==> src/hdl/mrr_pkg.sv <==
// constants and types for the move/return/rotate execution block
package mrr_pkg;
    localparam int DATA_W = 8;
    localparam int ADDR_W = 7;
    localparam int PC_W = 11;
    localparam logic [PC_W-1:0] PC_STEP = 11'h001;
    localparam logic [DATA_W-1:0] ZERO_BYTE = 8'h00;
    localparam logic [PC_W-1:0] PC_RESET = 11'h000;
    localparam int MSB = 7;
    localparam int LSB = 0;
    // operation select given by the surrounding decoder
    typedef enum logic [2:0] {
        MRR_IDLE = 3'b000,
        MRR_LOAD_LIT = 3'b001,
        MRR_MOVE_REG = 3'b010,
        MRR_RET_IRQ = 3'b011,
        MRR_RET_LIT = 3'b100,
        MRR_RET_SUB = 3'b101,
        MRR_ROT_LEFT = 3'b110,
        MRR_ROT_RIGHT = 3'b111
    } mrr_op_e;
    // execution phase: returns use a second cycle
    typedef enum logic [0:0] {
        MRR_EXEC = 1'b0,
        MRR_SECOND = 1'b1
    } mrr_state_e;
endpackage

==> src/hdl/mrr_exec.sv <==
// execution unit for load literal, idle, move, returns and rotates
//
// Overview of operation
// - load literal copies 8-bit literal into work register, one cycle, flags unchanged.
// - idle op changes nothing but advances program counter by one, one cycle.
// - move reads register 0..127, writes work register if d=0, source if d=1.
// - move sets zero flag from moved value, also when written back.
// - return-irq loads pc from stack top, pops, sets global irq enable, two cycles.
// - return-literal loads literal to work register, pc from stack, pops, two cycles.
// - return-subroutine loads pc from stack top, pops one level, two cycles.
// - rotate left: bits 6..0 to 7..1, old carry to bit 0, bit 7 to carry.
// - rotate left result to work or source register per d, one cycle, carry only.
// - rotate right: bits 7..1 to 6..0, carry to bit 7, bit 0 to carry.
`timescale 1ns/1ps
`default_nettype none
module mrr_exec (
    input wire logic ref_clk_i,
    input wire logic rst_n_i,
    input wire logic op_valid_i,
    input wire mrr_pkg::mrr_op_e op_i,
    input wire logic [mrr_pkg::DATA_W-1:0] literal_i,
    input wire logic [mrr_pkg::ADDR_W-1:0] reg_addr_i,
    input wire logic dest_sel_i,
    input wire logic [mrr_pkg::DATA_W-1:0] reg_rdata_i,
    input wire logic [mrr_pkg::PC_W-1:0] stack_top_i,
    output logic busy_o,
    output logic [mrr_pkg::DATA_W-1:0] work_register_o,
    output logic [mrr_pkg::PC_W-1:0] pc_o,
    output logic zero_flag_o,
    output logic digit_carry_o,
    output logic carry_flag_o,
    output logic global_irq_enable_o,
    output logic stack_pop_o,
    output logic reg_we_o,
    output logic [mrr_pkg::ADDR_W-1:0] reg_waddr_o,
    output logic [mrr_pkg::DATA_W-1:0] reg_wdata_o
);
    import mrr_pkg::*;

    mrr_state_e state_q, state_d;
    logic [DATA_W-1:0] work_q, work_d;
    logic [PC_W-1:0] pc_q, pc_d;
    logic zero_q, zero_d;
    logic dc_q;
    logic carry_q, carry_d;
    logic irq_en_q, irq_en_d;
    logic busy_q;
    logic pop_q, pop_d;
    logic we_q, we_d;
    logic [ADDR_W-1:0] waddr_q, waddr_d;
    logic [DATA_W-1:0] wdata_q, wdata_d;

    // decode helpers
    // an offer during the second return cycle is dropped, never queued
    wire logic take = op_valid_i && (state_q == MRR_EXEC);
    wire logic is_ret = (op_i == MRR_RET_IRQ) || (op_i == MRR_RET_LIT) || (op_i == MRR_RET_SUB);
    wire logic is_rot = (op_i == MRR_ROT_LEFT) || (op_i == MRR_ROT_RIGHT);
    wire logic is_move = op_i == MRR_MOVE_REG;
    // register data arrives combinationally from the file read port in the same cycle
    // rotate results through carry
    wire logic [DATA_W-1:0] rot_left = {reg_rdata_i[MSB-1:LSB], carry_q};
    wire logic [DATA_W-1:0] rot_right = {carry_q, reg_rdata_i[MSB:LSB+1]};
    wire logic [DATA_W-1:0] rot_res = (op_i == MRR_ROT_LEFT) ? rot_left : rot_right;
    wire logic rot_carry = (op_i == MRR_ROT_LEFT) ? reg_rdata_i[MSB] : reg_rdata_i[LSB];
    // value headed for a data destination
    wire logic [DATA_W-1:0] res = is_rot ? rot_res : reg_rdata_i;
    wire logic to_source = take && (is_move || is_rot) && dest_sel_i;

    // next-state: returns spend a second cycle, everything else finishes at once
    always_comb begin
        state_d = state_q;
        work_d = work_q;
        pc_d = pc_q;
        zero_d = zero_q;
        carry_d = carry_q;
        irq_en_d = irq_en_q;
        pop_d = 1'b0;
        we_d = to_source;
        waddr_d = reg_addr_i;
        wdata_d = res;
        unique case (state_q)
            MRR_EXEC: begin
                if (take) begin
                    // returns take pc from the stack top with no increment; the stack lives outside
                    if (is_ret) begin
                        state_d = MRR_SECOND;
                        pc_d = stack_top_i;
                        pop_d = 1'b1;
                        if (op_i == MRR_RET_IRQ) begin
                            irq_en_d = 1'b1;
                        end
                        if (op_i == MRR_RET_LIT) begin
                            work_d = literal_i;
                        end
                    end else begin
                        pc_d = pc_q + PC_STEP;
                    end
                    if (op_i == MRR_LOAD_LIT) begin
                        work_d = literal_i;
                    end
                    if ((is_move || is_rot) && !dest_sel_i) begin
                        work_d = res;
                    end
                    if (is_move) begin
                        zero_d = (reg_rdata_i == ZERO_BYTE);
                    end
                    if (is_rot) begin
                        carry_d = rot_carry;
                    end
                end
            end
            MRR_SECOND: begin
                state_d = MRR_EXEC; // second return cycle is a bubble
            end
        endcase
    end

    // state registers; digit carry is never touched by this subset
    always_ff @(posedge ref_clk_i) begin
        if (!rst_n_i) begin
            state_q <= MRR_EXEC;
            work_q <= ZERO_BYTE;
            pc_q <= PC_RESET;
            zero_q <= 1'b0;
            dc_q <= 1'b0;
            carry_q <= 1'b0;
            irq_en_q <= 1'b0;
            busy_q <= 1'b0;
            pop_q <= 1'b0;
            we_q <= 1'b0;
            waddr_q <= '0;
            wdata_q <= ZERO_BYTE;
        end else begin
            state_q <= state_d;
            work_q <= work_d;
            pc_q <= pc_d;
            zero_q <= zero_d;
            carry_q <= carry_d;
            irq_en_q <= irq_en_d;
            // busy taken from the next state so the port is a plain flop
            busy_q <= (state_d == MRR_SECOND);
            pop_q <= pop_d;
            we_q <= we_d;
            waddr_q <= waddr_d;
            wdata_q <= wdata_d;
        end
    end

    // outputs straight from flops
    assign busy_o = busy_q;
    assign work_register_o = work_q;
    assign pc_o = pc_q;
    assign zero_flag_o = zero_q;
    assign digit_carry_o = dc_q;
    assign carry_flag_o = carry_q;
    assign global_irq_enable_o = irq_en_q;
    assign stack_pop_o = pop_q;
    assign reg_we_o = we_q;
    assign reg_waddr_o = waddr_q;
    assign reg_wdata_o = wdata_q;
endmodule
`default_nettype wire

==> config.mk <==
export PLATFORM = sky130hd
export DESIGN_NAME = mrr_exec
export DESIGN_NICKNAME = d
export VERILOG_FILES = /design/src/hdl/mrr_pkg.sv /design/src/hdl/mrr_exec.sv
export SDC_FILE = /design/constraint.sdc
export NUM_CORES = 1
export LEC_CHECK = 0
export ABC_AREA = 1
export BUFFER_PORTS_ARGS = -buffer_cell sky130_fd_sc_hd__buf_2
export CORE_MARGIN = 4
export CORE_UTILIZATION = 39
export CTS_CLUSTER_SIZE = 20
export DETAILED_ROUTE_END_ITERATION = 6
export PLACE_DENSITY_LB_ADDON = 0.05
export SETUP_SLACK_MARGIN = 0.2
export SYNTH_ARGS = -nofsm -noshare
export SYNTH_HDL_FRONTEND = slang
export SYNTH_SLANG_ARGS = --single-unit
==> constraint.sdc <==
create_clock -name ref_clk_i -period 3.3 [get_ports ref_clk_i]
set_input_delay 0.33 -clock ref_clk_i [delete_from_list [all_inputs] [get_ports ref_clk_i]]
set_output_delay 0.33 -clock ref_clk_i [all_outputs]
set_load 0.02 [all_outputs]
Yosys cells after proc, flatten, opt, wreduce, memory -nomap -nowiden

Index checks and enable logic that the tools add are counted.

Word-level logic and storage cells: 49
Register bits after elaboration: 40
Bits in writable memories: 0
Memory bits (read-only): 0
Latch bits: 0
Memories kept: 0
Output and inout bits: 41
Input bits: 41

Bitwise logic cells: 2
Divide/modulo/power cells: 0
$mul: 0
Equal/unequal tests: 7
Multiplexer cells: 11
Reduce and logical (&&, ||, !) cells: 18
Add/sub/neg operators: 1
Shift-type cells: 0
Order comparisons: 0

Operators with widths:

| kind                  | count |
|---|---|
| $mux 8                | 6 |
| $eq 3x3->1 const B    | 4 |
| $add 11x1->11 const B | 1 |
| $mux 11               | 1 |
| $logic_not 8->1       | 1 |
| $reduce_and 4->1      | 2 |
| $eq 3x2->1 const B    | 2 |
| $reduce_and 3->1      | 2 |
| $reduce_bool 3->1     | 2 |
| $logic_and 1x1->1     | 4 |
| $logic_or 1x1->1      | 4 |
| $eq 3x1->1 const B    | 1 |
| $mux 1                | 3 |
| $not 1->1             | 2 |
| $pmux 1 s2            | 1 |
| $reduce_and 2->1      | 1 |
| $reduce_or 2->1       | 1 |
| $logic_not 1->1       | 1 |

Longest topological paths before layout

Gate-level depths: netlist of run 1.

Word-level depth: 6
Mapped depth: 9
Depth with buffers taken out: 9

Worst setup path before layout of run 1

OpenSTA, ideal clock, no wires.

Kind: reg-to-reg
From: register pc_q[0], in the netlist pc_o[0]
To: register pc_q[10], in the netlist pc_o[10]
Path buffers: 0
Arrival time: 1.267 ns
Setup time: 0.132 ns
Cell stages (with the launch flop): 9
Setup slack: 1.901 ns
Period minus slack after synthesis: 1.399 ns
Cell sequence: dfxtp_1 -> ha_1 -> nand2_1 -> nor2_1 -> nand2_1 -> nand2_1 -> nand3_1 -> nand2_1 -> a21oi_1

Cells in the longest elaborated chain, start to end: 2

Ends and longest elaborated chain:

| item                     | RTL line        | text |
|---|---|---|
| start: declaration       | mrr_exec.sv:42  | `logic [PC_W-1:0] pc_q, pc_d;` |
| start signal: assignment | mrr_exec.sv:136 | `pc_q <= pc_d;` |
| $add 11x1->11            | mrr_exec.sv:96  | `pc_d = pc_q + PC_STEP;` |
| $mux 11                  | mrr_exec.sv:85  | `if (is_ret) begin` |

Every way passes these cells.
A chain may end at the register's enable or synchronous reset.

==> results.md, run 1 <==
- Status: completed
- Clock Sinks: 39
- Compound-gate portion of the synthesized area: 14.6%
- CP endpoint kind: register
- Finish-stage setup viols: 0
- First-pass DRT Iterations: 4
- Worst IR Drop VDD: 0.000251 V
- Max H-tree Level: 2
- First-pass GRT wire length: 8510 microns
- Setup repair after global routing missed its margin: no
- Synth top area share: 38.2%
- Port Buffer Count: 80
- Mapped Avg Cell Area: 6.54 sq um
- Simple-Gate Fraction of Synth Area: 33.8%
- Antenna Cells: 0
- GRT overflow: 0
- Peak fanout along the critical path: 18
- CTS buffer count: 5
- Min Hold Slack: 220 ps
- Largest family of logic cells by synthesized area: simple AND/OR/NAND/NOR gates
- Slew HR: 64.5%
- Max clock buf depth: 2
- Hold-fix buffer count after cts: 0
- Flops & latches, synth: 39
- Final Worst Setup Slack: 1680 ps
- Final ANT Viol Nets: 0
- Via count: 2066
- Clk Latency, worst-skew pair: 290 ps
- Seq/Total Area, Yosys: 38.2%
- Post-Syn Instances: 312
- Initial antenna violation count: 0
- Worst Path Required: 3480 ps
- Number of synthesized flops with an enable pin: 0
- WP data arrival: 1800 ps
- Minimum clock period: 1620 ps
- Starting Density: 40.0%
- Starting DRT DRC Count: 92
- Die Width: 80.4 microns
- # resized after CTS: 0
- CTS clock-pin slew for the worst setup and hold paths: 80 ps
- P_leak: 1.38 nW
- Reg area: 781 sq um
- Largest net degree at the start of global routing: 23
- Worst Hold Class: in2reg
- Critical path cell sequence: nor2_4 > inv_1 > nor2_1 > o21ai_0 > o211a_1
- Startpoint Class: register
- Main synth FF type: dfxtp_1
- Clk root buf: clkbuf_8
- Final Routed Wirelength: 5160 microns
- Core area: 5110 sq um
- HPWL Detailed: 3880 microns
- Adder-Cell Fraction of Synth Area: 0.613%
- Yosys warns: 0
- DR WL/cell: 11.3 microns
- DRC: 0
- Number of global-route vias before repair: 1921
- Number of max-cap violations: 0
- Setup Buffers After CTS: 0
- Worst Path Class, Setup: reg2reg
- Crit-path max cell delay: 390 ps
- Yosys cell types: 31
- Synth Cell Area: 2040 sq um
- XOR/XNOR Fraction of Synth Area: 0.429%
- Max Clock Skew: 5.39 ps
- Layout cells sized above 1: 26.9%
- I/O Pins: 82
- Setup_tns: 0 ps
- FFs w/ async S/R, synth: 0%
- Final Hold Viols: 0
- CTS tree: done
- Mux cell area share after synthesis: 0%
- Total track usage: 16.7%
- Multi-input logic area: 1010 sq um
- DR vias/cell: 4.52
- Worst-Margin Slew: 529 ps
- Max-slew violations: 0
- Critical path's slowest cell: nor2_4
- Largest area contributor in the netlist: dfxtp_1
- Die Area: 6460 sq um
- Pwr Density: 444 nW/um^2
- Pre-CTS setup slack: 1530 ps
- Crit share post-route: 49.1%
- Fin nets: 429
- Fmax: 0.617 GHz
- Fill count: 552
- Synth Net Count: 354
- Site Rows: 26
- Placer Congestion: 0.856
- Height of the die: 80.4 microns
- Area contributors post-synth: dfxtp_1, nand2_1, nor2_1
- Area delta synth->final: 24.9%
- Most frequent cells in the layout: nand2_1, buf_2, nor2_1, inv_1, dfxtp_1
[cells by family after synthesis]
group / after synthesis
other: 1
xor gates and xnor gates: 1
and+or+nand+nor: 160
buffers and inverters: 56
AOI/OAI and AO/OA: 54
DFF: 39
adders and majority gates: 1
[Yosys cell counts (3+ instances only)]
cell and count:
a21oi_1 27, buf_4 3, buf_6 3, clkbuf_1 4
dfxtp_1 39, inv_1 39, inv_2 4, nand2_1 80
nand2_4 3, nand3_1 21, nor2_1 45, nor2_2 3
o21ai_0 11, o21ai_1 8
[metrics by stage]
stage | util [%] | instances | power (mW) | area [sq um]
6_report | 50.0 | 457 | 1.13 | 2550
5_1_grt | 50.0 | 457 | 1.20 | 2550
4_1_cts | 50.0 | 457 | 1.15 | 2550
3_5_place_dp | 47.9 | 450 | 0.763 | 2450
3_3_place_gp | 47.9 | 450 | 0.762 | 2450
2_1_floorplan | - | 312 | 0.688 | 2040
[registers in the layout, summed over array words and instances (netlist names)]
| name | flops |
|---|---|
| reg_we_o | 1 |
| carry_flag_o | 1 |
| pc_o | 11 |
| reg_waddr_o | 7 |
| work_register_o | 8 |
| busy_o | 1 |
| global_irq_enable_o | 1 |
| zero_flag_o | 1 |
| reg_wdata_o | 8 |
[routing by layer]
layer	vias to the layer above	wire [microns]	track usage (%)
met5	-	0	0
met4	0	65	5.24
li1	1124	-	-
met3	6	269	4.26
met2	52	2450	28.0
met1	884	2380	20.9
[final cells by class]
cell class              count  area share [%]
flip-flops and latches     39            30.6
inverters                  44            6.47
repair buffers             80            15.7
well taps                  70            3.43
clock inverters             1            1.18
clock buffers               6            2.84
multi-input cells         217            39.8
[report_power, final]
group	switching (mW)	total [mW]	internal (mW)
registers	0.0188	0.520	0.501
logic	0.151	0.231	0.0802
clock network	0.162	0.383	0.222
[worst max-delay path, delay by kind of cell (launching register included)]
family,cells,cell delay [ps]
AO/OA/AOI/OAI,2,220
buffers and inverters,1,350
flip-flops,1,340
AND/OR/NAND/NOR,2,600
[path summary, 6_finish.rpt]
kind	endpoint	startpoint	cells after the start	slack (ps)
hold reg to reg	global_irq_enable_o	global_irq_enable_o	2	480
setup reg to reg	zero_flag_o	busy_o	5	1680
setup / recovery	zero_flag_o	busy_o	5	1680
hold / removal	reg_waddr_o[1]	reg_addr_i[1]	3	220
Note: power is estimated with default switching activity, not from simulation.
==> inputs of run 2 (changes only) <==
==> constraint.sdc (replaced) <==
create_clock -name ref_clk_i -period 1.3 [get_ports ref_clk_i]
set_input_delay 0.13 -clock ref_clk_i [delete_from_list [all_inputs] [get_ports ref_clk_i]]
set_output_delay 0.13 -clock ref_clk_i [all_outputs]
set_load 0.02 [all_outputs]
==> run 2 against run 1 <==
Non-clock buffer count up 10. Worst setup slack got worse by 1500 ps. Global-route usage grew 0.070 points. Flip-flop and latch count stayed put. Critical endpoint is now pc_o[8]. Sequential power grew to 2.5 times the previous value. Core utilization grew 3.4 points. Register-to-register slack lost 1500 ps. Clock skew shrank 1.1 ps. Power grew to 2.5 times the previous value. Die area unchanged.
==> results.md, run 2 (synthesis gave the netlist of run 1 again) <==
- Worst Hold Class: in2reg
- Worst IR Drop VDD: 0.000765 V
- Worst Path Required: 1470 ps
- Worst Hold Endpoint: reg_waddr_o[4]
- HPWL Detailed: 3970 microns
- WHS Path Cells: 3
- Layout cells sized above 1: 34.2%
- Clk Latency, worst-skew pair: 280 ps
- DRC: 0
- Die Area: 6460 sq um
- Fmax: 0.870 GHz
- Reg2Reg Setup Slack: 150 ps
- Fin nets: 439
- Placer Congestion: 0.852
- Final ANT Viol Nets: 0
- Status: completed
- Pwr Density: 1050 nW/um^2
- I/O Pins: 82
- Peak fanout along the critical path: 6
- Placed Cells incl. Taps: 457
- Port Buffer Count: 80
- Site Rows: 26
- Max-slew violations: 0
- Fill count: 543
- CTS clock-pin slew for the worst setup and hold paths: 80 ps
- Max FFs per register: 11
- Via count: 2147
- First-pass GRT wire length: 8620 microns
- Placed cell area: 2550 sq um
- Clk root buf: clkbuf_8
- Number of global-route vias before repair: 1890
- Largest net degree at the start of global routing: 22
- Starting DRT DRC Count: 69
- DR WL/cell: 11.3 microns
- Max Clock Skew: 4.25 ps
- Post-route insts no fill: 468
- Multi-input logic area: 1070 sq um
- Minimum clock period: 1150 ps
- Max H-tree Level: 2
- Worst Path Class, Setup: reg2reg
- CTS tree: done
- Number of max-cap violations: 0
- Height of the die: 80.4 microns
- Crit share post-route: 88.5%
- Setup_tns: 0 ps
- Initial antenna violation count: 0
- Clock Sinks: 39
- WP data arrival: 1320 ps
- Core area: 5110 sq um
- CP endpoint kind: register
- Area delta synth->final: 33.3%
- Hold Crit Start: reg_addr_i[4]
- Reg2reg end: pc_o[8]
- FF-to-FF Start: pc_o[1]
- Antenna Cells: 0
- Total track usage: 16.8%
- Finish-stage setup viols: 0
- Startpoint Class: register
- DR vias/cell: 4.59
- CTS buffer count: 5
- Starting Density: 40.0%
- Hold-fix buffer count after cts: 0
- R2R depth: 8
- Most frequent cells in the layout: buf_2, nand2_1, nor2_1, inv_1, dfxtp_1
- Setup repair after global routing missed its margin: yes
- P_leak: 1.45 nW
- Final Hold Viols: 0
- GRT overflow: 0
- Most common cell after layout, fill and taps aside: buf_2
- Final Routed Wirelength: 5280 microns
- Post-route cell area: 2720 sq um
- Max clock buf depth: 2
- First-pass DRT Iterations: 4
- Reg area: 807 sq um
- Die Width: 80.4 microns
==> run 2: changes by cell type in the layout (fill, tap and decap cells not counted), sizes merged <==
cell	change
bufinv	-1
clkbuf	+2
buf	+10
==> run 2: area by class of cell <==
cell class,instances,area share [%]
repair buffers,90,18.0
inverters,44,6.25
clock buffers,8,3.68
multi-input cells,217,39.2
flip-flops and latches,39,29.6
well taps,70,3.22
==> run 2: report_power, final <==
group          total [mW]  switching (mW)  leakage, nW  internal (mW)
registers            1.32          0.0508        0.327           1.27
logic               0.636           0.397         1.07          0.239
clock network       0.891           0.407       0.0515          0.484
total                2.85           0.854         1.45           1.99
==> run 2: layer usage <==
layer  global-route usage, %  wire [microns]  share of wire (%)
met4                    4.05              42               0.80
met1                    20.8            2300                 44
met3                    4.71             297                5.6
met2                    28.6            2640                 50
met5                       0               0                  0
==> run 2: timing repair <==
item	4_1_cts	5_1_grt
pin swaps	3	4
setup buffers	3	0
gates resized for setup	3	16
endpoints found under the setup margin	9	18
==> run 2: how the worst max path moves through the flow <==
stage | startpoint | end
after detailed placement | op_i[0] | work_register_o[3]
final | pc_o[1] | pc_o[8]
after floorplan | pc_o[4] | pc_o[10]
after CTS | pc_o[1] | pc_o[8]
after global routing | busy_o | carry_flag_o
after global placement | op_i[0] | work_register_o[3]
==> run 2: worst max-delay path, stage by stage, from the launching register on <==
cell	delay (ps)
dfxtp_4	370
ha_4	150
nand2_4	60
nor2_4	140
nand2_1	70
nand2_1	50
nand3_1	70
nand2_1	70
a21oi_1	50
==> run 2: per-stage QoR <==
step | hold slack (ps) | worst slack (ps) | power (mW) | util, %
3_3_place_gp | 310 | 83.8 | 1.97 | 50.0
3_5_place_dp | 315 | 82.9 | 1.96 | 50.0
6_report | 22.1 | 150 | 2.85 | 53.3
2_1_floorplan | 228 | 199 | 1.76 | -
5_1_grt | 18.5 | 69.0 | 3.03 | 53.3
4_1_cts | 9.00 | 150 | 2.89 | 52.6
